--- config.mk ---
export PLATFORM = sky130hd
export DESIGN_NAME = usdp_port
export DESIGN_NICKNAME = d
export VERILOG_FILES = /design/src/logic/usdp_pkg.sv /design/src/logic/usdp_port.sv /design/src/logic/usdp_queue.sv
export SDC_FILE = /design/constraint.sdc
export NUM_CORES = 1
export LEC_CHECK = 0
export ABC_AREA = 1
export ABC_CLOCK_PERIOD_IN_PS = 3000
export BUFFER_PORTS_ARGS = -buffer_cell sky130_fd_sc_hd__buf_2
export CORE_MARGIN = 4
export CORE_UTILIZATION = 23
export DETAILED_ROUTE_END_ITERATION = 10
export GPL_ROUTABILITY_DRIVEN = 0
export SYNTH_ARGS = -nofsm -noshare
export SYNTH_HDL_FRONTEND = slang
export SYNTH_SLANG_ARGS = --single-unit
--- constraint.sdc ---
create_clock -name clk_sys -period 3 [get_ports clk_sys]
set_clock_uncertainty 0.05 [all_clocks]
set_input_delay 0.15 -clock clk_sys [delete_from_list [all_inputs] [get_ports clk_sys]]
set_output_delay 0.15 -clock clk_sys [all_outputs]
set_load 0.05 [all_outputs]
--- src/logic/usdp_pkg.sv ---
/*
  Shared constants and types of the shadow character port: the alias window,
  the character field and its reset value, the queue depth and the link modes.
  Assumes the bus master uses 32-bit byte addresses, one aligned word per alias.
*/
package usdp_pkg;

    // documented port sits at the second alias; sixteen words start here
    localparam logic [31:0] CHAR_PORT_BASE      = 32'h5000_1130;
    localparam logic [31:0] CHAR_PORT_OWN       = 32'h5000_1134;
    localparam logic [31:0] CHAR_PORT_SPAN      = 32'h0000_0040;
    localparam int          CHAR_PORT_ALIASES   = 16;

    localparam int          CHAR_W              = 8;
    localparam int          PORT_W              = 16;
    localparam logic [7:0]  CHAR_RESET          = 8'h00;
    localparam logic [31:0] RDATA_RESET         = 32'h0000_0000;
    localparam logic [23:0] UPPER_ZERO          = 24'h00_0000;

    localparam int          QUEUE_DEPTH_DEFAULT = 16;

    typedef enum logic [0:0] {
        USDP_UART = 1'b0,
        USDP_IR   = 1'b1
    } usdp_link_e;

endpackage : usdp_pkg

--- src/logic/usdp_port.sv ---
/*
  Shadow character port of a serial controller: receive buffer or receive
  queue on read, transmit holder or transmit queue on write, at sixteen
  aliased words. Assumes the receiver and the transmitter shifters, line
  framing, line status latching and interrupts live outside on clk_sys.
*/
// Our own choice: the plain strobed port.
// Overview of operation
// same port answers at sixteen word aliases
// read bits 7:0 give uart or ir character
// master trusts data only while available flag
// no queue: new character overwrites, flags overrun
// queue mode: read returns oldest, then advances
// full receive queue drops arrival, flags overrun
// write bits 7:0 go to uart or ir
// master writes only while holder empty flag set
// no queue: write clears empty, rewrite replaces
// queue mode: accept depth characters, drop when full
// transmit depth is a build-time parameter
// bits 15:8 read zero, character resets zero
`timescale 1ns/100ps
module usdp_port #(
    // build-time depth
    parameter int TX_DEPTH = usdp_pkg::QUEUE_DEPTH_DEFAULT
) (
    input  wire logic                           clk_sys,
    input  wire logic                           rst_n,
    input  wire logic [31:0]                    reg_addr,
    input  wire logic [31:0]                    reg_wdata,
    input  wire logic                           reg_wr,
    input  wire logic                           reg_rd,
    output logic [31:0]                         reg_rdata,
    input  wire logic                           fifo_enable,
    input  wire usdp_pkg::usdp_link_e           link_mode,
    input  wire logic                           rx_uart_valid,
    input  wire logic [usdp_pkg::CHAR_W-1:0]    rx_uart_char,
    input  wire logic                           rx_ir_valid,
    input  wire logic [usdp_pkg::CHAR_W-1:0]    rx_ir_char,
    output logic                                tx_uart_valid,
    output logic                                tx_ir_valid,
    output logic [usdp_pkg::CHAR_W-1:0]         tx_char,
    input  wire logic                           tx_char_ready,
    output logic                                rx_char_available_flag,
    output logic                                tx_holder_empty_flag,
    output logic                                rx_overrun_pulse
);
    import usdp_pkg::*;

    typedef struct packed {
        logic [CHAR_W-1:0] rx_hold;
        logic              rx_avail;
        logic [CHAR_W-1:0] tx_hold;
        logic              tx_busy;
        logic [31:0]       rdata;
        logic              overrun;
        logic              fifo_en_d;
    } usdp_state_s;

    usdp_state_s                  r;
    usdp_state_s                  next_r;
    logic [31:0]                  port_off;
    logic                         port_hit;
    logic                         rd_hit;
    logic                         wr_hit;
    logic                         flush;
    logic                         rx_valid;
    logic [CHAR_W-1:0]            rx_char;
    logic                         rxq_push_ready;
    logic                         rxq_valid;
    logic [CHAR_W-1:0]            rxq_data;
    logic                         txq_push_ready;
    logic                         txq_valid;
    logic [CHAR_W-1:0]            txq_data;
    logic [$clog2(TX_DEPTH+1)-1:0] txq_count;
    logic [$clog2(QUEUE_DEPTH_DEFAULT+1)-1:0] rxq_count;
    logic                         tx_valid;

    // sixteen aliased words
    assign port_off = reg_addr - CHAR_PORT_BASE;
    assign port_hit = (port_off < CHAR_PORT_SPAN) && (reg_addr[1:0] == 2'h0);
    assign rd_hit   = reg_rd && port_hit;
    assign wr_hit   = reg_wr && port_hit;
    // switching queue mode empties both queues and holders
    assign flush    = (fifo_enable != r.fifo_en_d);

    // receive source by link mode
    assign rx_valid = (link_mode == USDP_IR) ? rx_ir_valid : rx_uart_valid;
    assign rx_char  = (link_mode == USDP_IR) ? rx_ir_char  : rx_uart_char;

    usdp_queue #(
        .DEPTH      (QUEUE_DEPTH_DEFAULT)
    ) u_rx_queue (
        .clk_sys    (clk_sys),
        .rst_n      (rst_n),
        .flush      (flush),
        .push_valid (fifo_enable && rx_valid),
        .push_ready (rxq_push_ready),
        .push_data  (rx_char),
        .pop_valid  (rxq_valid),
        .pop_ready  (fifo_enable && rd_hit),
        .pop_data   (rxq_data),
        .count      (rxq_count)
    );

    // transmit queue drops when full
    usdp_queue #(
        .DEPTH      (TX_DEPTH)
    ) u_tx_queue (
        .clk_sys    (clk_sys),
        .rst_n      (rst_n),
        .flush      (flush),
        .push_valid (fifo_enable && wr_hit),
        .push_ready (txq_push_ready),
        .push_data  (reg_wdata[CHAR_W-1:0]),
        .pop_valid  (txq_valid),
        .pop_ready  (fifo_enable && tx_char_ready),
        .pop_data   (txq_data),
        .count      (txq_count)
    );

    always_comb begin
        next_r           = r;
        next_r.fifo_en_d = fifo_enable;
        next_r.overrun   = 1'b0;
        next_r.rdata     = RDATA_RESET;
        // queue head or buffer
        // upper bits read zero
        if (rd_hit) begin
            next_r.rdata = {UPPER_ZERO, fifo_enable ? rxq_data : r.rx_hold};
        end
        if (flush) begin
            next_r.rx_avail = 1'b0;
            next_r.tx_busy  = 1'b0;
        end else if (!fifo_enable) begin
            // read clears, arrival sets and wins
            if (rd_hit) begin
                next_r.rx_avail = 1'b0;
            end
            if (rx_valid) begin
                next_r.rx_hold  = rx_char;
                next_r.rx_avail = 1'b1;
                next_r.overrun  = r.rx_avail && !rd_hit;
            end
            // shifter takes holder, write sets and wins
            if (r.tx_busy && tx_char_ready) begin
                next_r.tx_busy = 1'b0;
            end
            if (wr_hit) begin
                next_r.tx_hold = reg_wdata[CHAR_W-1:0];
                next_r.tx_busy = 1'b1;
            end
        end else begin
            // full queue drops the arrival
            next_r.overrun = rx_valid && !rxq_push_ready;
        end
    end

    always_ff @(posedge clk_sys) begin
        if (!rst_n) begin
            r <= '0;
        end else begin
            r <= next_r;
        end
    end

    // transmit target by link mode; ir pin inversion is in the shifter
    assign tx_valid               = fifo_enable ? txq_valid : r.tx_busy;
    assign tx_uart_valid          = tx_valid && (link_mode == USDP_UART);
    assign tx_ir_valid            = tx_valid && (link_mode == USDP_IR);
    assign tx_char                = fifo_enable ? txq_data : r.tx_hold;
    assign tx_holder_empty_flag   = fifo_enable ? !txq_valid : !r.tx_busy;
    assign rx_char_available_flag = fifo_enable ? rxq_valid : r.rx_avail;
    assign rx_overrun_pulse       = r.overrun;
    assign reg_rdata              = r.rdata;
endmodule : usdp_port

--- src/logic/usdp_queue.sv ---
/*
  Character queue: flip-flop storage addressed by read and write index.
  Assumes one clock; push and pop may happen in the same cycle, and a push
  into a full queue is accepted only when a pop frees a slot that cycle.
*/
`timescale 1ns/100ps
module usdp_queue #(
    parameter int DEPTH = usdp_pkg::QUEUE_DEPTH_DEFAULT
) (
    input  wire logic                           clk_sys,
    input  wire logic                           rst_n,
    input  wire logic                           flush,
    input  wire logic                           push_valid,
    output logic                                push_ready,
    input  wire logic [usdp_pkg::CHAR_W-1:0]    push_data,
    output logic                                pop_valid,
    input  wire logic                           pop_ready,
    output logic [usdp_pkg::CHAR_W-1:0]         pop_data,
    output logic [$clog2(DEPTH+1)-1:0]          count
);
    import usdp_pkg::*;

    localparam int PW = $clog2(DEPTH);
    localparam int CW = $clog2(DEPTH+1);
    localparam logic [CW-1:0] FULL_COUNT = CW'(DEPTH);
    localparam logic [CW-1:0] CW_ONE     = CW'(1);
    localparam logic [PW-1:0] PW_ONE     = PW'(1);

    typedef struct packed {
        logic [DEPTH-1:0][CHAR_W-1:0] mem;
        logic [PW-1:0]                rd;
        logic [PW-1:0]                wr;
        logic [CW-1:0]                cnt;
    } usdp_queue_s;

    usdp_queue_s r;
    usdp_queue_s next_r;
    logic        do_push;
    logic        do_pop;

    assign pop_valid  = (r.cnt != '0);
    assign pop_data   = r.mem[r.rd];
    assign do_pop     = pop_valid && pop_ready;
    assign push_ready = (r.cnt != FULL_COUNT) || do_pop;
    assign do_push    = push_valid && push_ready;
    assign count      = r.cnt;

    always_comb begin
        next_r = r;
        if (flush) begin
            next_r.rd  = '0;
            next_r.wr  = '0;
            next_r.cnt = '0;
        end else begin
            if (do_push) begin
                next_r.mem[r.wr] = push_data;
                next_r.wr        = r.wr + PW_ONE;
            end
            if (do_pop) begin
                next_r.rd = r.rd + PW_ONE;
            end
            if (do_push && !do_pop) begin
                next_r.cnt = r.cnt + CW_ONE;
            end else if (do_pop && !do_push) begin
                next_r.cnt = r.cnt - CW_ONE;
            end
        end
    end

    always_ff @(posedge clk_sys) begin
        if (!rst_n) begin
            r <= '0;
        end else begin
            r <= next_r;
        end
    end

endmodule : usdp_queue

==> results.json <==
{
  "p_clk_frac": 0.476,
  "min_period_ns": 2.81,
  "status": "completed",
  "critPathArrivalTime_ns": 2.61,
  "drtAntennaViolNets": 0,
  "seqPwrFrac": 0.445,
  "grt_overflow": 0,
  "die_area_um2": 74200,
  "nFillCells": 7650,
  "finalSetupViolations": 0,
  "p_int_mw": 7.05,
  "drt-total-wl_um": 48800,
  "cts_setup_buffers": 0,
  "synth_top_area_frac": 0.386,
  "synth_area_leaders": "dfxtp_1, nand2_1, nor2_1",
  "syn_inst": 2439,
  "clkLatencyLatePin_ns": 0.52,
  "grt_max_degree": 146,
  "start_util": 0.233,
  "drive_gt1_frac": 0.119,
  "yosysWarnings": 0,
  "drt-pass1-iter-count": 5,
  "synth_edf_count": 0,
  "holdCritPathClass": "in2reg",
  "syn_to_final_growth_pct": 18.7,
  "power_density_nw_per_um2": 490,
  "fmax_mhz": 356,
  "route.detailed.wl_per_inst_um": 14.0,
  "nNetsFinal": 2644,
  "rsz0062_at_grt": "false",
  "seq_area_um2": 6210,
  "crit_type": "reg2out",
  "antenna_found_initial": 7,
  "grtUsageTotal": 0.127,
  "cts_buffer_depth": 3,
  "path_clk_slew_ns": 0.06,
  "p_leak_nw": 8.29,
  "hold_viol_final": 0,
  "portBuffers": 83,
  "dp.cells": 3425,
  "worstMarginPinSlew_ns": 0.767,
  "slew_viol_final": 0,
  "synth_most_common_cell": "nand2_1",
  "detail_route.iter0.violations": 1153,
  "drcViolationCount": 0,
  "synth_ff_type": "dfxtp_1",
  "grt_pass1_vias": 13800,
  "p_sw_mw": 2.29,
  "maxCapViolations": 0,
  "routed_via_density": 4.34,
  "max-vdd-ir-drop_mv": 0.305,
  "p_comb_frac": 0.079,
  "chipHeight_um": 272,
  "synth_common_cells": "nand2_1, nor2_1, dfxtp_1",
  "hpwlAfterDp_um": 31800,
  "dpl_cell_area_um2": 17800,
  "cts.sinks": 310,
  "async_flop_share": 0,
  "syn_avg_cell_area_um2": 6.59,
  "cp_data_required_time_ns": 2.80,
  "swShare": 0.245,
  "cp_max_fo": 21,
  "slew_headroom": 0.488,
  "synth_cell_type_count": 44,
  "dieWidth_um": 272,
  "ios": 134,
  "yosysTopAreaCell": "dfxtp_1",
  "post-route-period-util": 0.937,
  "cts_buffers": 35,
  "cts_root_buf": "clkbuf_16",
  "grt_pass1_wl_um": 77200,
  "htreeDepth": 2,
  "multi_input_area_um2": 7940,
  "start_kind": "flip-flop",
  "core_area_um2": 68900,
  "stdcell_count": 3493,
  "yosysSeqAreaShare": 0.386,
  "cts_tree": "built",
  "worst_setup_path_end_kind": "output port",
  "post-route-util": 0.277,
  "synth_area_um2": 16100,
  "fin_area_um2": 19100,
  "ys_ff_latch": 310,
  "vias": 15200,
  "fp-row-count": 96,
  "whs_ns": 0.0394
}
## power by group through the flow
stage	registers [mW]	logic, mW	clock network (mW)
after floorplan	4.25	0.503	0
final	4.16	0.740	4.45
after global routing	4.16	0.815	4.72
after detailed placement	4.25	0.732	0
after global placement	4.25	0.733	0
after CTS	4.16	0.739	4.57
## per-stage QoR
stage / TNS (ns) / power [mW] / setup slack (ns)
floorplan: -0.0305 / 4.75 / -0.0305
global placement: -0.360 / 4.98 / -0.161
detailed placement: -0.441 / 4.98 / -0.177
CTS: 0 / 9.46 / 0.101
global route: 0 / 9.69 / 0.0120
finish: 0 / 9.35 / 0.190
## worst paths after layout
kind                                         start                               end  slack, ns  cells after the start
setup / recovery     u_tx_queue.r[10]$_SDFFE_PP0P_                        tx_char[3]       0.19                      8
hold / removal                              reg_wr                r[34]$_SDFFE_PP0P_       0.04                      4
setup reg to reg  u_rx_queue.count[1]$_SDFFE_PP0P_  u_rx_queue.count[4]$_SDFFE_PP0P_       0.28                     16
hold reg to reg     u_rx_queue.r[114]$_SDFFE_PN0P_    u_rx_queue.r[114]$_SDFFE_PN0P_       0.40                      2
## routing by layer
layer	vias up	part of all wire	wire (um)	track usage
li1	7899	-	-	-
met1	6786	0.50	24300	0.187
met2	402	0.41	19900	0.186
met3	77	0.070	3390	0.0262
met4	4	0.024	1170	0.0370
met5	-	0.00055	27	0
## worst max-delay path, stage by stage (launching register included)
cell     delay [ns]
dfxtp_1        0.50
inv_1          0.10
buf_4          0.23
o21ai_0        0.10
a21oi_1        0.07
o21ai_0        0.32
nand3_1        0.15
a31oi_1        0.29
buf_2          0.32
## cells in the final DEF, fill, tap and decap left out, types with 4 or more instances in the layout
cell type,netlist,layout
nand2_1,465,464
nor2_1,442,441
dfxtp_1,310,309
inv_1,288,285
o21ai_0,195,195
a21oi_1,193,192
nand3_1,143,143
buf_4,32,120
buf_2,19,82
o21bai_1,48,48
clkbuf_16,0,37
o211ai_1,26,26
conb_1,1,24
ha_1,19,17
nand2_2,15,16
o221ai_1,15,15
clkinv_1,13,13
nand4_1,12,12
a211oi_1,11,11
a31oi_1,9,9
mux2i_1,8,8
a311oi_1,8,8
clkbuf_1,99,8
clkbuf_8,0,8
diode_2,0,6
nor2_4,5,5
inv_2,4,4
xor2_1,4,4
nor3_1,4,4
buf_12,0,4
## sequential cells by signal (all words and copies together) (netlist names)
name / count
u_tx_queue.r: 136
u_rx_queue.r: 136
r: 19
u_rx_queue.count: 5
u_tx_queue.count: 5
rx_overrun_pulse: 1
reg_rdata: 8
## final cells by class
| class | instances | area share |
|---|---|---|
| diodes | 6 | 0.000787 |
| clock buffers | 53 | 0.0559 |
| clock inverters | 6 | 0.00584 |
| inverters | 305 | 0.0603 |
| multi-input cells | 1673 | 0.416 |
| flip-flops and latches | 310 | 0.325 |
| well taps | 931 | 0.0610 |
| repair buffers | 209 | 0.0745 |
## cells by family after synthesis
family,share of synthesized area
mux,0.00498
buf+inv,0.127
fa+ha+maj,0.0173
simple gates,0.282
xor+xnor,0.00327
other cells,0.000233
compound gates,0.178
flops,0.386
## repair_timing
item	in CTS	in global routing
endpoints found under the hold margin	3	0
endpoints found under the setup margin	0	6
hold buffers	3	0
gates resized for setup	0	4
Note: power is estimated with default switching activity, not from simulation.
